### config.mk
export PLATFORM = sky130hd
export DESIGN_NAME = adcpp_host_port
export DESIGN_NICKNAME = d
export VERILOG_FILES = /design/src/shared/adcpp_pkg.sv /design/src/design/adcpp_sync.sv /design/src/design/adcpp_host_port.sv
export SDC_FILE = /design/constraint.sdc
export NUM_CORES = 1
export LEC_CHECK = 0
export BUFFER_PORTS_ARGS = -buffer_cell sky130_fd_sc_hd__buf_2
export CAP_MARGIN = 0
export CORE_ASPECT_RATIO = 0.9
export CORE_MARGIN = 2
export CORE_UTILIZATION = 40
export DETAILED_ROUTE_END_ITERATION = 8
export MAX_ROUTING_LAYER = met4
export PLACE_DENSITY = 0.71
export REMOVE_ABC_BUFFERS = 1
export SYNTH_ARGS = -nofsm -noshare
export SYNTH_HDL_FRONTEND = slang
export SYNTH_SLANG_ARGS = --single-unit
### constraint.sdc
create_clock -name ref_clk_in -period 2.6 [get_ports ref_clk_in]
set_input_delay 0.26 -clock ref_clk_in [delete_from_list [all_inputs] [get_ports ref_clk_in]]
set_output_delay 0.26 -clock ref_clk_in [all_outputs]
set_load 0.005 [all_outputs]
### src/shared/adcpp_pkg.sv
// Shared constants and types for the converter host port
package adcpp_pkg;
	// ==========================================================
	// Data word
	localparam int DATA_W = 12;
	localparam int ADDR_HI_BIT = 11;
	localparam int ADDR_LO_BIT = 10;
	localparam int CTRL_FIELD_W = 10;
	// ==========================================================
	// Control registers (selected by data lines 11:10 on a write)
	localparam logic [1:0] CTRL0_IDX = 2'h0;
	localparam logic [1:0] CTRL1_IDX = 2'h1;
	localparam logic [9:0] CTRL0_RESET = 10'h000;
	localparam logic [9:0] CTRL1_RESET = 10'h000;
	// Control register 0 fields
	localparam int C0_EXT_REF_BIT = 0;
	localparam int C0_DIFF_BIT = 1;
	localparam int C0_SCAN_BIT = 2;
	localparam int C0_CHSEL_BIT = 3;
	// Control register 1 fields
	localparam int C1_STROBE_MODE_BIT = 0;
	// ==========================================================
	// Result queue
	localparam int QUEUE_DEPTH = 4;
	localparam int QUEUE_AW = 2;
	// ==========================================================
	// AXI4-Lite map (byte addresses)
	localparam logic [7:0] AXI_CTRL0_OFS = 8'h00;
	localparam logic [7:0] AXI_CTRL1_OFS = 8'h04;
	localparam logic [7:0] AXI_STATUS_OFS = 8'h08;
	localparam logic [1:0] RESP_OKAY = 2'h0;
	localparam logic [1:0] RESP_SLVERR = 2'h2;
	// ==========================================================
	// Types
	typedef enum logic [1:0] {
		ADCPP_IDLE = 2'b00,
		ADCPP_READ = 2'b01,
		ADCPP_WRITE = 2'b10
	} adcpp_state_t;
	typedef struct packed {
		logic [11:0] code;
		logic chan_a;
	} adcpp_sample_t;
	typedef struct packed {
		logic cs_low_n;
		logic cs_high;
		logic wr_n;
		logic rd_n;
	} adcpp_strobe_t;
endpackage

### src/design/adcpp_sync.sv
// Two-stage synchroniser for a group of pin inputs
`timescale 1ns/1ps
`default_nettype none
module adcpp_sync #(
	parameter int WIDTH = 1
) (
	input wire logic ref_clk_in,
	input wire logic rst_n_in,
	input wire logic [WIDTH-1:0] async_in,
	output logic [WIDTH-1:0] sync_out
);
	logic [WIDTH-1:0] meta_r;
	// ==========================================================
	// First stage feeds only the second
	always_ff @(posedge ref_clk_in) begin
		if (!rst_n_in) begin
			meta_r <= '0;
			sync_out <= '0;
		end else begin
			meta_r <= async_in;
			sync_out <= meta_r;
		end
	end
endmodule
`default_nettype wire

### src/design/adcpp_host_port.sv
// Parallel host port of a two-input 12-bit sampling converter
`timescale 1ns/1ps
`default_nettype none
// Overview of operation
// - Strobes count only while the low-true select is low and the high-true select is high.
// - Results appear as a 12-bit word on the data lines with line 0 the least significant.
// - On a control write, data lines 10 and 11 pick control register 0 or 1.
// - The channel marker is high whenever the driven word belongs to channel A.
// - Hardware reset returns every control field to its default.
// - The write pin acts as a read/write direction input or as a low-true write strobe.
// - The read strobe is used only in write-strobe mode, where low selects a data read.
// - A control register 0 bit selects internal or external reference.
// - Inputs are selectable singly and as two single-ended or one differential channel.
// - An auto-scan mode alternates results between the two inputs unaided.
// - Sampling is paced by the conversion clock, apart from the host strobes.
module adcpp_host_port (
	input wire logic ref_clk_in,
	input wire logic rst_n_in,
	input wire logic hw_reset_n_in,
	input wire logic conversion_clock_in,
	input wire logic [adcpp_pkg::DATA_W-1:0] sample_a_in,
	input wire logic [adcpp_pkg::DATA_W-1:0] sample_b_in,
	input wire logic select_low_true_n_in,
	input wire logic select_high_true_in,
	input wire logic wr_n_in,
	input wire logic rd_n_in,
	input wire logic [adcpp_pkg::DATA_W-1:0] data_in,
	output logic [adcpp_pkg::DATA_W-1:0] data_out,
	output logic data_oe_out,
	output logic chan_a_marker_out,
	output logic ext_ref_sel_out,
	output logic diff_mode_out,
	// AXI4-Lite slave
	input wire logic [7:0] s_axi_awaddr,
	input wire logic s_axi_awvalid,
	output logic s_axi_awready,
	input wire logic [31:0] s_axi_wdata,
	input wire logic [3:0] s_axi_wstrb,
	input wire logic s_axi_wvalid,
	output logic s_axi_wready,
	output logic [1:0] s_axi_bresp,
	output logic s_axi_bvalid,
	input wire logic s_axi_bready,
	input wire logic [7:0] s_axi_araddr,
	input wire logic s_axi_arvalid,
	output logic s_axi_arready,
	output logic [31:0] s_axi_rdata,
	output logic [1:0] s_axi_rresp,
	output logic s_axi_rvalid,
	input wire logic s_axi_rready
);
	import adcpp_pkg::*;

	// ==========================================================
	// Pin synchronisers
	localparam int SYNC_W = 2 * DATA_W + 4 + DATA_W + 2;
	logic [SYNC_W-1:0] pins_async;
	logic [SYNC_W-1:0] pins_s;
	adcpp_strobe_t strb;
	logic [DATA_W-1:0] din_s;
	logic [DATA_W-1:0] samp_a_s;
	logic [DATA_W-1:0] samp_b_s;
	logic cclk_s;
	logic hwrst_n_s;
	assign pins_async = {sample_a_in, sample_b_in, select_low_true_n_in, select_high_true_in,
		wr_n_in, rd_n_in, data_in, conversion_clock_in, hw_reset_n_in};
	adcpp_sync #(.WIDTH(SYNC_W)) u_sync (
		.ref_clk_in(ref_clk_in),
		.rst_n_in(rst_n_in),
		.async_in(pins_async),
		.sync_out(pins_s)
	);
	assign {samp_a_s, samp_b_s, strb, din_s, cclk_s, hwrst_n_s} = pins_s;

	// ==========================================================
	// Control registers
	logic [CTRL_FIELD_W-1:0] ctrl0_r;
	logic [CTRL_FIELD_W-1:0] ctrl1_r;
	logic pin_wr_pulse;
	logic axi_wr_go;
	logic [7:0] axi_waddr;
	logic [31:0] axi_wdat;
	logic [3:0] wstrb_r;
	logic write_mode;
	logic scan_en;
	logic diff_en;
	logic ch_sel;
	assign write_mode = ctrl1_r[C1_STROBE_MODE_BIT];
	assign scan_en = ctrl0_r[C0_SCAN_BIT];
	assign diff_en = ctrl0_r[C0_DIFF_BIT];
	assign ch_sel = ctrl0_r[C0_CHSEL_BIT];

	// Pin writes win over a bus write in the same cycle
	always_ff @(posedge ref_clk_in) begin
		if (!rst_n_in || !hwrst_n_s) begin
			ctrl0_r <= CTRL0_RESET;
			ctrl1_r <= CTRL1_RESET;
		end else if (pin_wr_pulse) begin
			if (din_s[ADDR_HI_BIT:ADDR_LO_BIT] == CTRL0_IDX) begin
				ctrl0_r <= din_s[CTRL_FIELD_W-1:0];
			end else if (din_s[ADDR_HI_BIT:ADDR_LO_BIT] == CTRL1_IDX) begin
				ctrl1_r <= din_s[CTRL_FIELD_W-1:0];
			end
		end else if (axi_wr_go && wstrb_r[0] && wstrb_r[1]) begin
			if (axi_waddr == AXI_CTRL0_OFS) begin
				ctrl0_r <= axi_wdat[CTRL_FIELD_W-1:0];
			end else if (axi_waddr == AXI_CTRL1_OFS) begin
				ctrl1_r <= axi_wdat[CTRL_FIELD_W-1:0];
			end
		end
	end

	always_ff @(posedge ref_clk_in) begin
		if (!rst_n_in) begin
			ext_ref_sel_out <= 1'b0;
			diff_mode_out <= 1'b0;
		end else begin
			ext_ref_sel_out <= ctrl0_r[C0_EXT_REF_BIT];
			diff_mode_out <= diff_en;
		end
	end

	// ==========================================================
	// Sampling on conversion clock rising edges
	logic cclk_d_r;
	logic conv_tick;
	logic scan_phase_r;
	assign conv_tick = cclk_s && !cclk_d_r;
	always_ff @(posedge ref_clk_in) begin
		if (!rst_n_in) begin
			cclk_d_r <= 1'b0;
		end else begin
			cclk_d_r <= cclk_s;
		end
	end

	// Result queue; oldest entry dropped on overflow to keep fresh data
	adcpp_sample_t queue_r [QUEUE_DEPTH];
	logic [QUEUE_AW-1:0] wptr_r;
	logic [QUEUE_AW-1:0] rptr_r;
	logic [QUEUE_AW:0] count_r;
	logic push;
	logic pop;
	adcpp_sample_t new_samp;
	logic new_is_a;
	always_comb begin
		new_is_a = 1'b1;
		if (diff_en) begin
			new_is_a = 1'b1;
		end else if (scan_en) begin
			new_is_a = !scan_phase_r;
		end else begin
			new_is_a = !ch_sel;
		end
		new_samp.code = new_is_a ? samp_a_s : samp_b_s;
		new_samp.chan_a = new_is_a;
	end
	assign push = conv_tick;
	always_ff @(posedge ref_clk_in) begin
		if (!rst_n_in) begin
			scan_phase_r <= 1'b0;
		end else if (conv_tick) begin
			scan_phase_r <= scan_en && !diff_en && !scan_phase_r;
		end
	end

	always_ff @(posedge ref_clk_in) begin
		if (push) begin
			queue_r[wptr_r] <= new_samp;
		end
	end
	logic full;
	assign full = (count_r == QUEUE_DEPTH[QUEUE_AW:0]);
	always_ff @(posedge ref_clk_in) begin
		if (!rst_n_in) begin
			wptr_r <= '0;
			rptr_r <= '0;
			count_r <= '0;
		end else begin
			if (push) begin
				wptr_r <= wptr_r + 1'b1;
			end
			if (pop || (push && full)) begin
				rptr_r <= rptr_r + 1'b1;
			end
			if (push && !pop && !full) begin
				count_r <= count_r + 1'b1;
			end else if (pop && !push) begin
				count_r <= count_r - 1'b1;
			end
		end
	end

	// ==========================================================
	// Host strobe decoding
	logic selected;
	logic read_act;
	logic write_act;
	logic read_act_d_r;
	logic write_act_d_r;
	assign selected = !strb.cs_low_n && strb.cs_high;
	always_comb begin
		read_act = 1'b0;
		write_act = 1'b0;
		if (selected) begin
			if (write_mode) begin
				write_act = !strb.wr_n;
				read_act = strb.wr_n && !strb.rd_n;
			end else begin
				read_act = strb.wr_n;
				write_act = !strb.wr_n;
			end
		end
	end
	// Direction mode has no strobe edge; select falling edge frames the access
	adcpp_state_t state_r;
	always_ff @(posedge ref_clk_in) begin
		if (!rst_n_in) begin
			state_r <= ADCPP_IDLE;
			read_act_d_r <= 1'b0;
			write_act_d_r <= 1'b0;
		end else begin
			read_act_d_r <= read_act;
			write_act_d_r <= write_act;
			case (state_r)
				ADCPP_IDLE: begin
					if (write_act) begin
						state_r <= ADCPP_WRITE;
					end else if (read_act) begin
						state_r <= ADCPP_READ;
					end
				end
				ADCPP_READ: begin
					if (!read_act) begin
						state_r <= ADCPP_IDLE;
					end
				end
				ADCPP_WRITE: begin
					if (!write_act) begin
						state_r <= ADCPP_IDLE;
					end
				end
				default: state_r <= ADCPP_IDLE;
			endcase
		end
	end
	// Write data is latched at the end of the strobe, when the host holds it stable
	assign pin_wr_pulse = (state_r == ADCPP_WRITE) && !write_act && write_act_d_r;
	// Result retires when the read ends
	assign pop = (state_r == ADCPP_READ) && !read_act && (count_r != '0);

	always_ff @(posedge ref_clk_in) begin
		if (!rst_n_in) begin
			data_out <= '0;
			data_oe_out <= 1'b0;
			chan_a_marker_out <= 1'b0;
		end else begin
			data_oe_out <= read_act;
			data_out <= (count_r != '0) ? queue_r[rptr_r].code : '0;
			chan_a_marker_out <= (count_r != '0) && queue_r[rptr_r].chan_a;
		end
	end

	// ==========================================================
	// AXI4-Lite slave: mirrors the control registers, status read-only
	logic aw_have_r;
	logic w_have_r;
	logic [7:0] awaddr_r;
	logic [31:0] wdata_r;
	assign axi_waddr = awaddr_r;
	assign axi_wdat = wdata_r;
	assign axi_wr_go = aw_have_r && w_have_r && !s_axi_bvalid;
	always_ff @(posedge ref_clk_in) begin
		if (!rst_n_in) begin
			aw_have_r <= 1'b0;
			w_have_r <= 1'b0;
			awaddr_r <= '0;
			wdata_r <= '0;
			wstrb_r <= '0;
			s_axi_awready <= 1'b0;
			s_axi_wready <= 1'b0;
			s_axi_bvalid <= 1'b0;
			s_axi_bresp <= RESP_OKAY;
		end else begin
			s_axi_awready <= !aw_have_r && !s_axi_awready && s_axi_awvalid;
			s_axi_wready <= !w_have_r && !s_axi_wready && s_axi_wvalid;
			if (s_axi_awvalid && s_axi_awready) begin
				aw_have_r <= 1'b1;
				awaddr_r <= s_axi_awaddr;
			end
			if (s_axi_wvalid && s_axi_wready) begin
				w_have_r <= 1'b1;
				wdata_r <= s_axi_wdata;
				wstrb_r <= s_axi_wstrb;
			end
			if (axi_wr_go) begin
				aw_have_r <= 1'b0;
				w_have_r <= 1'b0;
				s_axi_bvalid <= 1'b1;
				if (awaddr_r == AXI_CTRL0_OFS || awaddr_r == AXI_CTRL1_OFS) begin
					s_axi_bresp <= RESP_OKAY;
				end else begin
					s_axi_bresp <= RESP_SLVERR;
				end
			end else if (s_axi_bvalid && s_axi_bready) begin
				s_axi_bvalid <= 1'b0;
			end
		end
	end

	always_ff @(posedge ref_clk_in) begin
		if (!rst_n_in) begin
			s_axi_arready <= 1'b0;
			s_axi_rvalid <= 1'b0;
			s_axi_rdata <= '0;
			s_axi_rresp <= RESP_OKAY;
		end else begin
			s_axi_arready <= !s_axi_rvalid && !s_axi_arready && s_axi_arvalid;
			if (s_axi_arvalid && s_axi_arready) begin
				s_axi_rvalid <= 1'b1;
				s_axi_rresp <= RESP_OKAY;
				if (s_axi_araddr == AXI_CTRL0_OFS) begin
					s_axi_rdata <= {22'h0, ctrl0_r};
				end else if (s_axi_araddr == AXI_CTRL1_OFS) begin
					s_axi_rdata <= {22'h0, ctrl1_r};
				end else if (s_axi_araddr == AXI_STATUS_OFS) begin
					s_axi_rdata <= {26'h0, state_r, count_r, 1'b0};
				end else begin
					s_axi_rdata <= '0;
					s_axi_rresp <= RESP_SLVERR;
				end
			end else if (s_axi_rvalid && s_axi_rready) begin
				s_axi_rvalid <= 1'b0;
			end
		end
	end

	// ==========================================================
	// Checks
	a_bus_only_selected: assert property (@(posedge ref_clk_in) disable iff (!rst_n_in)
		data_oe_out |-> $past(selected)) else $error("data bus driven while not selected");
	a_unsel_no_write: assert property (@(posedge ref_clk_in) disable iff (!rst_n_in)
		!selected |-> !write_act) else $error("write taken while not selected");
	a_read_drives_bus: assert property (@(posedge ref_clk_in) disable iff (!rst_n_in)
		read_act |=> data_oe_out) else $error("selected read did not drive bus");
	a_pop_advances: assert property (@(posedge ref_clk_in) disable iff (!rst_n_in)
		(pop && !push) |=> (count_r == $past(count_r) - 1'b1))
		else $error("read did not retire a result");
	a_scan_alternates: assert property (@(posedge ref_clk_in)
		disable iff (!rst_n_in || !hwrst_n_s)
		(conv_tick && scan_en && !diff_en && $stable(ctrl0_r)) |=> scan_phase_r != $past(scan_phase_r))
		else $error("scan did not alternate");
	a_hwreset_clears: assert property (@(posedge ref_clk_in) disable iff (!rst_n_in)
		!hwrst_n_s |=> (ctrl0_r == CTRL0_RESET && ctrl1_r == CTRL1_RESET))
		else $error("hardware reset left control set");
	a_rd_ignored_rw: assert property (@(posedge ref_clk_in) disable iff (!rst_n_in)
		(!write_mode && selected && !strb.wr_n) |-> !read_act)
		else $error("read in direction mode while write");
	a_ref_follows: assert property (@(posedge ref_clk_in) disable iff (!rst_n_in)
		##1 ext_ref_sel_out == $past(ctrl0_r[C0_EXT_REF_BIT]))
		else $error("reference select mismatch");
endmodule
`default_nettype wire

==> reports/results.txt, run 1 <==
Worst Setup End Kind = flip-flop
DR vias = 5,182
transition time of the tightest slew-check pin = 0.727 ns
Flop pwr share = 49.2%
CTS root buffer = clkbuf_16
FF+latch area = 0.00502 mm²
Worst-Skew Late Latency = 0.50 ns
Pint = 0.00605 W
critical-path maximum fanout = 3
Leak = 4.13 nW
post-layout min period = 1.99 ns
kind of critical path = flip-flop to flip-flop
Sum Neg Setup Slack = 0 ns
fin nets = 952
CTS tree = yes
I/O Pins = 158
sw frac = 19.7%
max-cap violations = 0
I/O Buffers = 109
Gate power share = 4.6%
vias in the first global route = 4,913
Setup crit start kind = flip-flop
Clock power frac = 46.2%
Slew headroom = 51.5%
Routed WL per cell = 13.6 µm
Seq/Total Area, Yosys = 62.1%
Final GP Congestion = 0.792
CP required = 3.03 ns
largest net degree at the start of global routing = 56
Sw Pwr = 0.00148 W
core area = 0.0199 mm²
clock tree sinks = 225
Area growth, synth to finish = 24.7%
post-synth cell types = 48
power per cell area = 747 mW/mm²
Die X = 154 µm
routed vias/inst = 4.64
initial core utilization = 40.6%
EDFF count, synth = 52
pre-CTS setup slack = 0.670 ns
Synth Flop Type = dfxtp_1
Worst Hold Class = primary input to flip-flop
asr flop ratio synth = 0%
maximum VDD drop = 580 µV
fmax = 502 MHz
Final Hold Fails = 0
HPWL Detailed = 10.1 mm
fill count = 1,730
Yosys Warn Count = 0
Die Height = 139 µm
die area = 0.0214 mm²
Site Rows = 49
Area after DPL = 0.00882 mm²
final period utilization = 76.6%
Arr. time, crit path = 2.42 ns
Setup Skew = 0.00909 ns
Final Max Slew Viols = 0
Final ANT Viol Nets = 0
H-tree depth = 1
DRC marker count from the first detailed-route iteration = 294
reg2reg setup slack = 0.61 ns
Clock Path Buffers = 3
Post-Syn Instances = 689
RSZ-0062 raised after global routing = false
Num CTS Buffers = 23
initial antenna violation count = 0
first drt pass iteration count = 4
total wire length = 15.2 mm
Yosys reg bits = 225
PostCTS Resize Cnt = 0
Tot Pwr = 0.00754 W
Cell Area, Synth = 0.00809 mm²
Worst-path clk slew = 0.06 ns
# DRC = 0
footprint of the multi-input gates = 0.00280 mm²
proportion of layout cells with a drive suffix above 1 = 22.2%
Worst Slack Setup Final = 0.608 ns
number of diodes = 0
setup violators final = 0
status = completed
Final Cell Area = 0.0101 mm²
syn_area_per_cell = 11.7 µm²
grt total ovfl = 0
GRT Util Overall = 14.6%
global-route wire length before repair = 24.5 mm
## placed cells by master, fill, tap and decap left out, types with 2 or more instances in the layout
| master | n |
|---|---|
| clkinv_2 | 3 |
| dfxtp_1 | 173 |
| mux4_2 | 13 |
| and3_1 | 2 |
| edfxtp_1 | 52 |
| clkbuf_8 | 6 |
| and2_1 | 97 |
| a21o_1 | 10 |
| clkbuf_1 | 3 |
| bufinv_16 | 4 |
| o21ai_0 | 18 |
| nand3_1 | 18 |
| nand3b_1 | 2 |
| a31oi_1 | 2 |
| a211oi_1 | 2 |
| ha_1 | 4 |
| mux2i_1 | 27 |
| a21oi_1 | 33 |
| inv_1 | 7 |
| o211ai_1 | 4 |
| nand2b_1 | 12 |
| nor2b_1 | 16 |
| nand2_1 | 72 |
| conb_1 | 24 |
| or4_4 | 2 |
| nor2_1 | 15 |
| dlygate4sd3_1 | 45 |
| buf_2 | 109 |
| buf_4 | 13 |
| mux2_2 | 12 |
| a22o_1 | 4 |
| a221oi_1 | 5 |
| clkbuf_16 | 23 |
| nor3_1 | 8 |
| nor4b_1 | 4 |
## power by group through the flow
stage / registers (W) / clock network [W] / logic, W
6_report: 0.00371 / 0.00349 / 0.000345
5_1_grt: 0.00371 / 0.00372 / 0.000389
4_1_cts: 0.00371 / 0.00357 / 0.000349
3_5_place_dp: 0.00378 / 0 / 0.000295
3_3_place_gp: 0.00378 / 0 / 0.000290
2_1_floorplan: 0.00377 / 0 / 0.000152
## per-layer routing
metal  vias up  part of all wire (%)  GRT usage, %
met5         -                     0             -
met4         0                   2.0          3.94
met3        27                   4.5          2.53
met2       113                    47          23.3
met1      2414                    47          19.5
li1       2628                     -             -
## kinds of logic after synthesis
family | after synthesis | synth area share (%)
xor gates and xnor gates | 1 | 0.108
and+or+nand+nor | 256 | 17.4
adders and majority gates | 5 | 0.866
AOI/OAI and AO/OA | 84 | 6.51
muxes | 52 | 8.63
buffers and inverters | 65 | 4.34
DFF | 225 | 62.1
other | 1 | 0.0463
## synth_stat cells, types with 2 or more instances
cell type,instances,area [µm²]
a221oi_1,5,43.8
nor2_1,15,56.3
o21ai_0,18,90.1
nor3_1,8,40.0
nand3_1,18,90.1
mux2i_1,27,270
a22o_1,4,35.0
mux2_2,12,135
nor4b_1,4,35.0
dfxtp_1,173,3460
buf_2,2,10.0
nor2b_1,16,100
and3_1,2,12.5
clkbuf_1,28,105
a21oi_1,33,165
and2_1,97,607
buf_4,24,180
inv_1,7,26.3
o211ai_1,4,30.0
or4_4,2,22.5
nand2b_1,12,75.1
a21o_1,10,75.1
a31oi_1,2,12.5
mux4_2,13,293
edfxtp_1,52,1560
nand2_1,72,270
buf_6,2,22.5
ha_1,4,50.1
a211oi_1,2,15.0
nand3b_1,2,15.0
buf_1,2,7.51
## cell type report
cell class	instances	share of cell area (%)
Multi-Input combinational cell	422	27.8
Inverter	7	0.260
Clock inverter	9	1.49
Timing Repair Buffer	167	10.8
Sequential cell	225	49.8
Tap cell	255	3.16
Clock buffer	33	6.68
## through the flow
stage | hold slack, ns | utilization [%] | std cells
after floorplan | 0.378 | - | 654
after global placement | 0.416 | 44.2 | 1031
after detailed placement | 0.417 | 44.2 | 1031
after CTS | 0.000763 | 50.6 | 1118
after global routing | 0.00961 | 50.6 | 1118
final | 0.0157 | 50.6 | 1118
## worst paths after layout
path	startpoint	end	depth (start not counted)
setup / recovery	u_sync.sync_out[15]	count_r[2]	8
hold / removal	s_axi_awaddr[1]	awaddr_r[1]	3
setup reg to reg	u_sync.sync_out[15]	count_r[2]	8
hold reg to reg	u_sync.meta_r[0]	u_sync.sync_out[0]	1
## sequential cells by signal, indices dropped and copies added (netlist names), 2 cells and up, named ones only
signal	count
ctrl0_r	10
data_out	12
state_r	2
rptr_r	2
wstrb_r	2
wptr_r	2
queue_r	52
s_axi_rdata	10
ctrl1_r	10
u_sync.sync_out	42
count_r	3
axi_wdat	10
u_sync.meta_r	42
awaddr_r	8
## critical path: stages (launching register included)
cell	delay, ns
dfxtp_1	0.34
a21boi_0	0.36
a2111o_1	0.25
nand2_1	0.07
fa_1	0.39
inv_1	0.09
a211oi_1	0.05
mux2i_1	0.18
mux2i_1	0.19
## timing repair
action | 4_1_cts | 5_1_grt
setup buffers | 0 | 0
endpoints found under the hold margin | 45 | 0
hold buffers | 45 | 0
(Power assumes the default switching activity.)
==> run 2: changes to the inputs <==
- clock period: 2.6 -> 1.95 ns (I/O delays scaled with it)
==> reports/results.txt, run 2 (synthesis gave the netlist of run 1 again) <==
grt total ovfl = 0
first drt pass iteration count = 6
number of diodes = 0
DR vias = 5,419
CTS root buffer = clkbuf_16
Clock Path Buffers = 3
Area after DPL = 0.00896 mm²
fin nets = 993
Hold Slack = 0.0384 ns
crit path cell chain = a21boi_2 > a2111o_1 > nand2_1 > fa_1 > inv_1 > a211oi_1 > mux2i_1 > mux2i_1
Area growth, synth to finish = 29.4%
most frequent cells in the layout = dfxtp_1, buf_2, and2_1
transition time of the tightest slew-check pin = 0.504 ns
kind of critical path = flip-flop to flip-flop
reg2reg setup slack = 0.15 ns
Clock power frac = 46.2%
GRT Util Overall = 15.6%
Num CTS Buffers = 24
commonest non-fill, non-tap cell in the layout = dfxtp_1
initial antenna violation count = 0
registers with the most flip-flops = queue_r x52, u_sync.meta_r x42, u_sync.sync_out x42
Worst Setup End Kind = flip-flop
DRC marker count from the first detailed-route iteration = 307
critical-path maximum fanout = 3
post-layout min period = 1.80 ns
max-cap violations = 0
maximum VDD drop = 601 µV
CP required = 2.33 ns
power per cell area = 970 mW/mm²
Setup crit start kind = flip-flop
fmax = 554 MHz
H-tree depth = 1
Layout Utilization = 52.5%
Gate power share = 5.1%
Die X = 154 µm
Routed WL per cell = 14.0 µm
CTS tree = yes
vias in the first global route = 5,362
routed vias/inst = 4.67
Site Rows = 49
sw frac = 19.6%
I/O Pins = 158
Slew headroom = 66.4%
Final Cell Area = 0.0105 mm²
Worst Hold Class = primary input to flip-flop
setup violators final = 0
Largest register FFs = 52
largest net degree at the start of global routing = 58
Post-CTS Setup Inserts = 0
final period utilization = 92.5%
Sw Pwr = 0.00199 W
Die Height = 139 µm
clock tree sinks = 225
Leak = 4.32 nW
Sum Neg Setup Slack = 0 ns
register with the most flip-flops = queue_r
proportion of layout cells with a drive suffix above 1 = 23.4%
slowest CP cell = a2111o_1
status = completed
Setup Skew = 0.00873 ns
# DRC = 0
I/O Buffers = 109
Final ANT Viol Nets = 0
Final Max Slew Viols = 0
Crit path top cell by count = mux2i_1
total wire length = 16.2 mm
Pint = 0.00816 W
fill count = 1,671
die area = 0.0214 mm²
initial core utilization = 40.6%
Largest stage delay, worst path = 0.45 ns
Final GP Congestion = 0.755
Flop pwr share = 48.7%
core area = 0.0199 mm²
Worst-Skew Late Latency = 0.50 ns
Arr. time, crit path = 2.19 ns
Final Hold Fails = 0
Worst-path clk slew = 0.06 ns
global-route wire length before repair = 26.5 mm
HPWL Detailed = 10.6 mm
RSZ-0062 raised after global routing = false
[run 2: cell types whose count changed in the layout (fill, tap and decap cells not counted), sizes merged]
| cell | delta |
|---|---|
| clkinv | -1 |
| inv | -1 |
| buf | +19 |
| clkbuf | +5 |
| bufinv | -1 |
| dlygate4sd3 | +21 |
[run 2: final timing paths]
kind,startpoint,to,cells past startpoint
max,u_sync.sync_out[15],count_r[2],8
min,s_axi_awvalid,awaddr_r[1],3
max reg2reg,u_sync.sync_out[15],count_r[2],8
min reg2reg,u_sync.meta_r[30],u_sync.sync_out[30],1
[run 2: repair_timing]
action / CTS / global route
hold endpoints to repair: 66 / 0
endpoints found under the setup margin: 0 / 1
gates resized for setup: 0 / 5
hold buffers: 66 / 0
[run 2: cell type report]
| cell class | count | area (µm²) | area share, % |
|---|---|---|---|
| well taps | 255 | 319 | 3.05 |
| inverters | 7 | 26.3 | 0.251 |
| repair buffers | 207 | 1450 | 13.8 |
| clock buffers | 38 | 736 | 7.03 |
| multi-input cells | 422 | 2810 | 26.8 |
| clock inverters | 6 | 106 | 1.02 |
| flip-flops and latches | 225 | 5030 | 48.0 |
[run 2: power by group through the flow]
stage	combinational [W]	sequential (W)	clock (W)
detailed placement	0.000411	0.00504	0
global placement	0.000403	0.00504	0
global route	0.000574	0.00496	0.00501
finish	0.000515	0.00494	0.00469
floorplan	0.000203	0.00503	0
CTS	0.000515	0.00494	0.00479
[run 2: critical path: cells and delay by family, from the launching register on]
family / cells / cell delay [ns]
buffers and inverters: 1 / 0.04
AO/OA/AOI/OAI: 3 / 0.79
multiplexers: 2 / 0.24
adder cells (fa/ha/maj): 1 / 0.20
AND/OR/NAND/NOR: 1 / 0.11
flip-flops: 1 / 0.31
[run 2: metrics by stage]
step	power, W	instances	worst slack, ns
2_1_floorplan	0.00524	654	-0.280
3_3_place_gp	0.00544	1050	0.0999
3_5_place_dp	0.00545	1050	0.0577
4_1_cts	0.0103	1160	0.0354
5_1_grt	0.0105	1160	0.0156
6_report	0.0102	1160	0.146
[run 2: metal layers]
| layer | part of all wire, % | vias up | global-route usage (%) |
|---|---|---|---|
| li1 | - | 2712 | - |
| met1 | 46 | 2549 | 20.1 |
| met2 | 48 | 131 | 25.7 |
| met3 | 3.4 | 27 | 2.19 |
| met4 | 2.3 | 0 | 5.02 |
| met5 | 0 | - | - |
==> run 3: changes to the inputs <==
==> constraint.sdc (replaced) <==
create_clock -name ref_clk_in -period 1.95 [get_ports ref_clk_in]
set_input_delay 0.0975 -clock ref_clk_in [delete_from_list [all_inputs] [get_ports ref_clk_in]]
set_output_delay 0.0975 -clock ref_clk_in [all_outputs]
set_load 0.005 [all_outputs]
==> reports/results.txt, run 3 (synthesis gave the netlist of run 1 again) <==
status = completed
CTS tree = yes
power per cell area = 932 mW/mm²
HPWL Detailed = 10.3 mm
RSZ-0062 raised after global routing = false
CTS root buffer = clkbuf_16
DR vias = 5,479
Final GP Congestion = 0.754
fin nets = 997
routed vias/inst = 4.71
initial core utilization = 40.6%
critical-path maximum fanout = 3
die area = 0.0214 mm²
max-cap violations = 0
largest net degree at the start of global routing = 40
vias in the first global route = 5,296
Area growth, synth to finish = 28.9%
registers with the most flip-flops = queue_r x52, u_sync.meta_r x42, u_sync.sync_out x42
fmax = 567 MHz
Sum Neg Setup Slack = 0 ns
core area = 0.0199 mm²
Area after DPL = 0.00893 mm²
post-layout min period = 1.76 ns
DRC marker count from the first detailed-route iteration = 270
Arr. time, crit path = 2.15 ns
GRT Util Overall = 15.6%
register with the most flip-flops = queue_r
maximum VDD drop = 606 µV
Largest register FFs = 52
commonest non-fill, non-tap cell in the layout = dfxtp_1
proportion of layout cells with a drive suffix above 1 = 22.9%
final period utilization = 90.5%
Die X = 154 µm
Setup Skew = 0.00780 ns
Final ANT Viol Nets = 0
first drt pass iteration count = 5
Post-CTS Setup Inserts = 0
global-route wire length before repair = 26.2 mm
Final Cell Area = 0.0104 mm²
Site Rows = 49
Setup crit start kind = flip-flop
Die Height = 139 µm
grt total ovfl = 0
number of diodes = 0
Routed WL per cell = 14.1 µm
Final Hold Fails = 0
most frequent cells in the layout = dfxtp_1, buf_2, and2_1
Worst Hold Class = primary input to flip-flop
H-tree depth = 1
Clock Path Buffers = 3
Final Max Slew Viols = 0
Slew headroom = 56.4%
I/O Pins = 158
total wire length = 16.5 mm
initial antenna violation count = 0
# DRC = 0
I/O Buffers = 109
Num CTS Buffers = 23
setup violators final = 0
Worst-Skew Late Latency = 0.49 ns
CP required = 2.34 ns
kind of critical path = flip-flop to flip-flop
Leak = 4.27 nW
Worst-path clk slew = 0.06 ns
transition time of the tightest slew-check pin = 0.649 ns
clock tree sinks = 225
Worst Setup End Kind = flip-flop
==> run 3: worst max-delay path, stage by stage, from the launching register on <==
cell and delay [ns]:
dfxtp_1 0.32, a21boi_2 0.17, a2111o_1 0.45, nand2_1 0.09, fa_1 0.18, inv_1 0.04, a211oi_1 0.16, mux2i_1 0.11
mux2i_1 0.14
==> run 3: per-layer routing <==
layer	global-route usage, %	part of all wire [%]
met3	2.69	4.9
met1	19.9	45
met5	-	0
met2	25.9	48
met4	3.98	1.8
==> run 3: report_power, final <==
part           switching (W)  internal [W]
clock                0.00173       0.00252
sequential         0.0000504       0.00489
combinational       0.000237      0.000289
==> run 3: path summary, 6_finish.rpt <==
kind / start / end / slack (ns) / cells past startpoint
worst max-delay path: u_sync.sync_out[15] / count_r[2] / 0.19 / 8
worst min-delay path: rst_n_in / count_r[2] / 0.05 / 3
worst max register to register: u_sync.sync_out[15] / count_r[2] / 0.19 / 8
worst min register to register: u_sync.meta_r[14] / u_sync.sync_out[14] / 0.43 / 1
==> run 3: per-stage QoR <==
stage	utilization (%)	cells	setup WS [ns]	power [W]	hold slack, ns
5_1_grt	52.3	1163	0.00431	0.0101	0.0715
3_5_place_dp	44.8	1046	0.0584	0.00545	0.306
2_1_floorplan	-	654	-0.280	0.00524	0.216
6_report	52.3	1163	0.185	0.00972	0.0472
4_1_cts	52.3	1163	0.0539	0.00980	0.0442
3_3_place_gp	44.8	1046	0.103	0.00544	0.303
==> run 3: area by class of cell <==
| class | instances | area [µm²] |
|---|---|---|
| fill | 1675 | 9500 |
| multi-input combinational | 422 | 2810 |
| tap | 255 | 319 |
| clock inverter | 12 | 118 |
| clock buffer | 30 | 622 |
| timing repair buffer | 212 | 1510 |
| inverter | 7 | 26.3 |
| sequential | 225 | 5030 |
==> run 3: what timing repair did <==
action | in CTS | in global routing
hold endpoints to repair | 67 | 0
setup endpoints to repair | 0 | 1
hold buffers | 75 | 0
resized for setup | 0 | 5
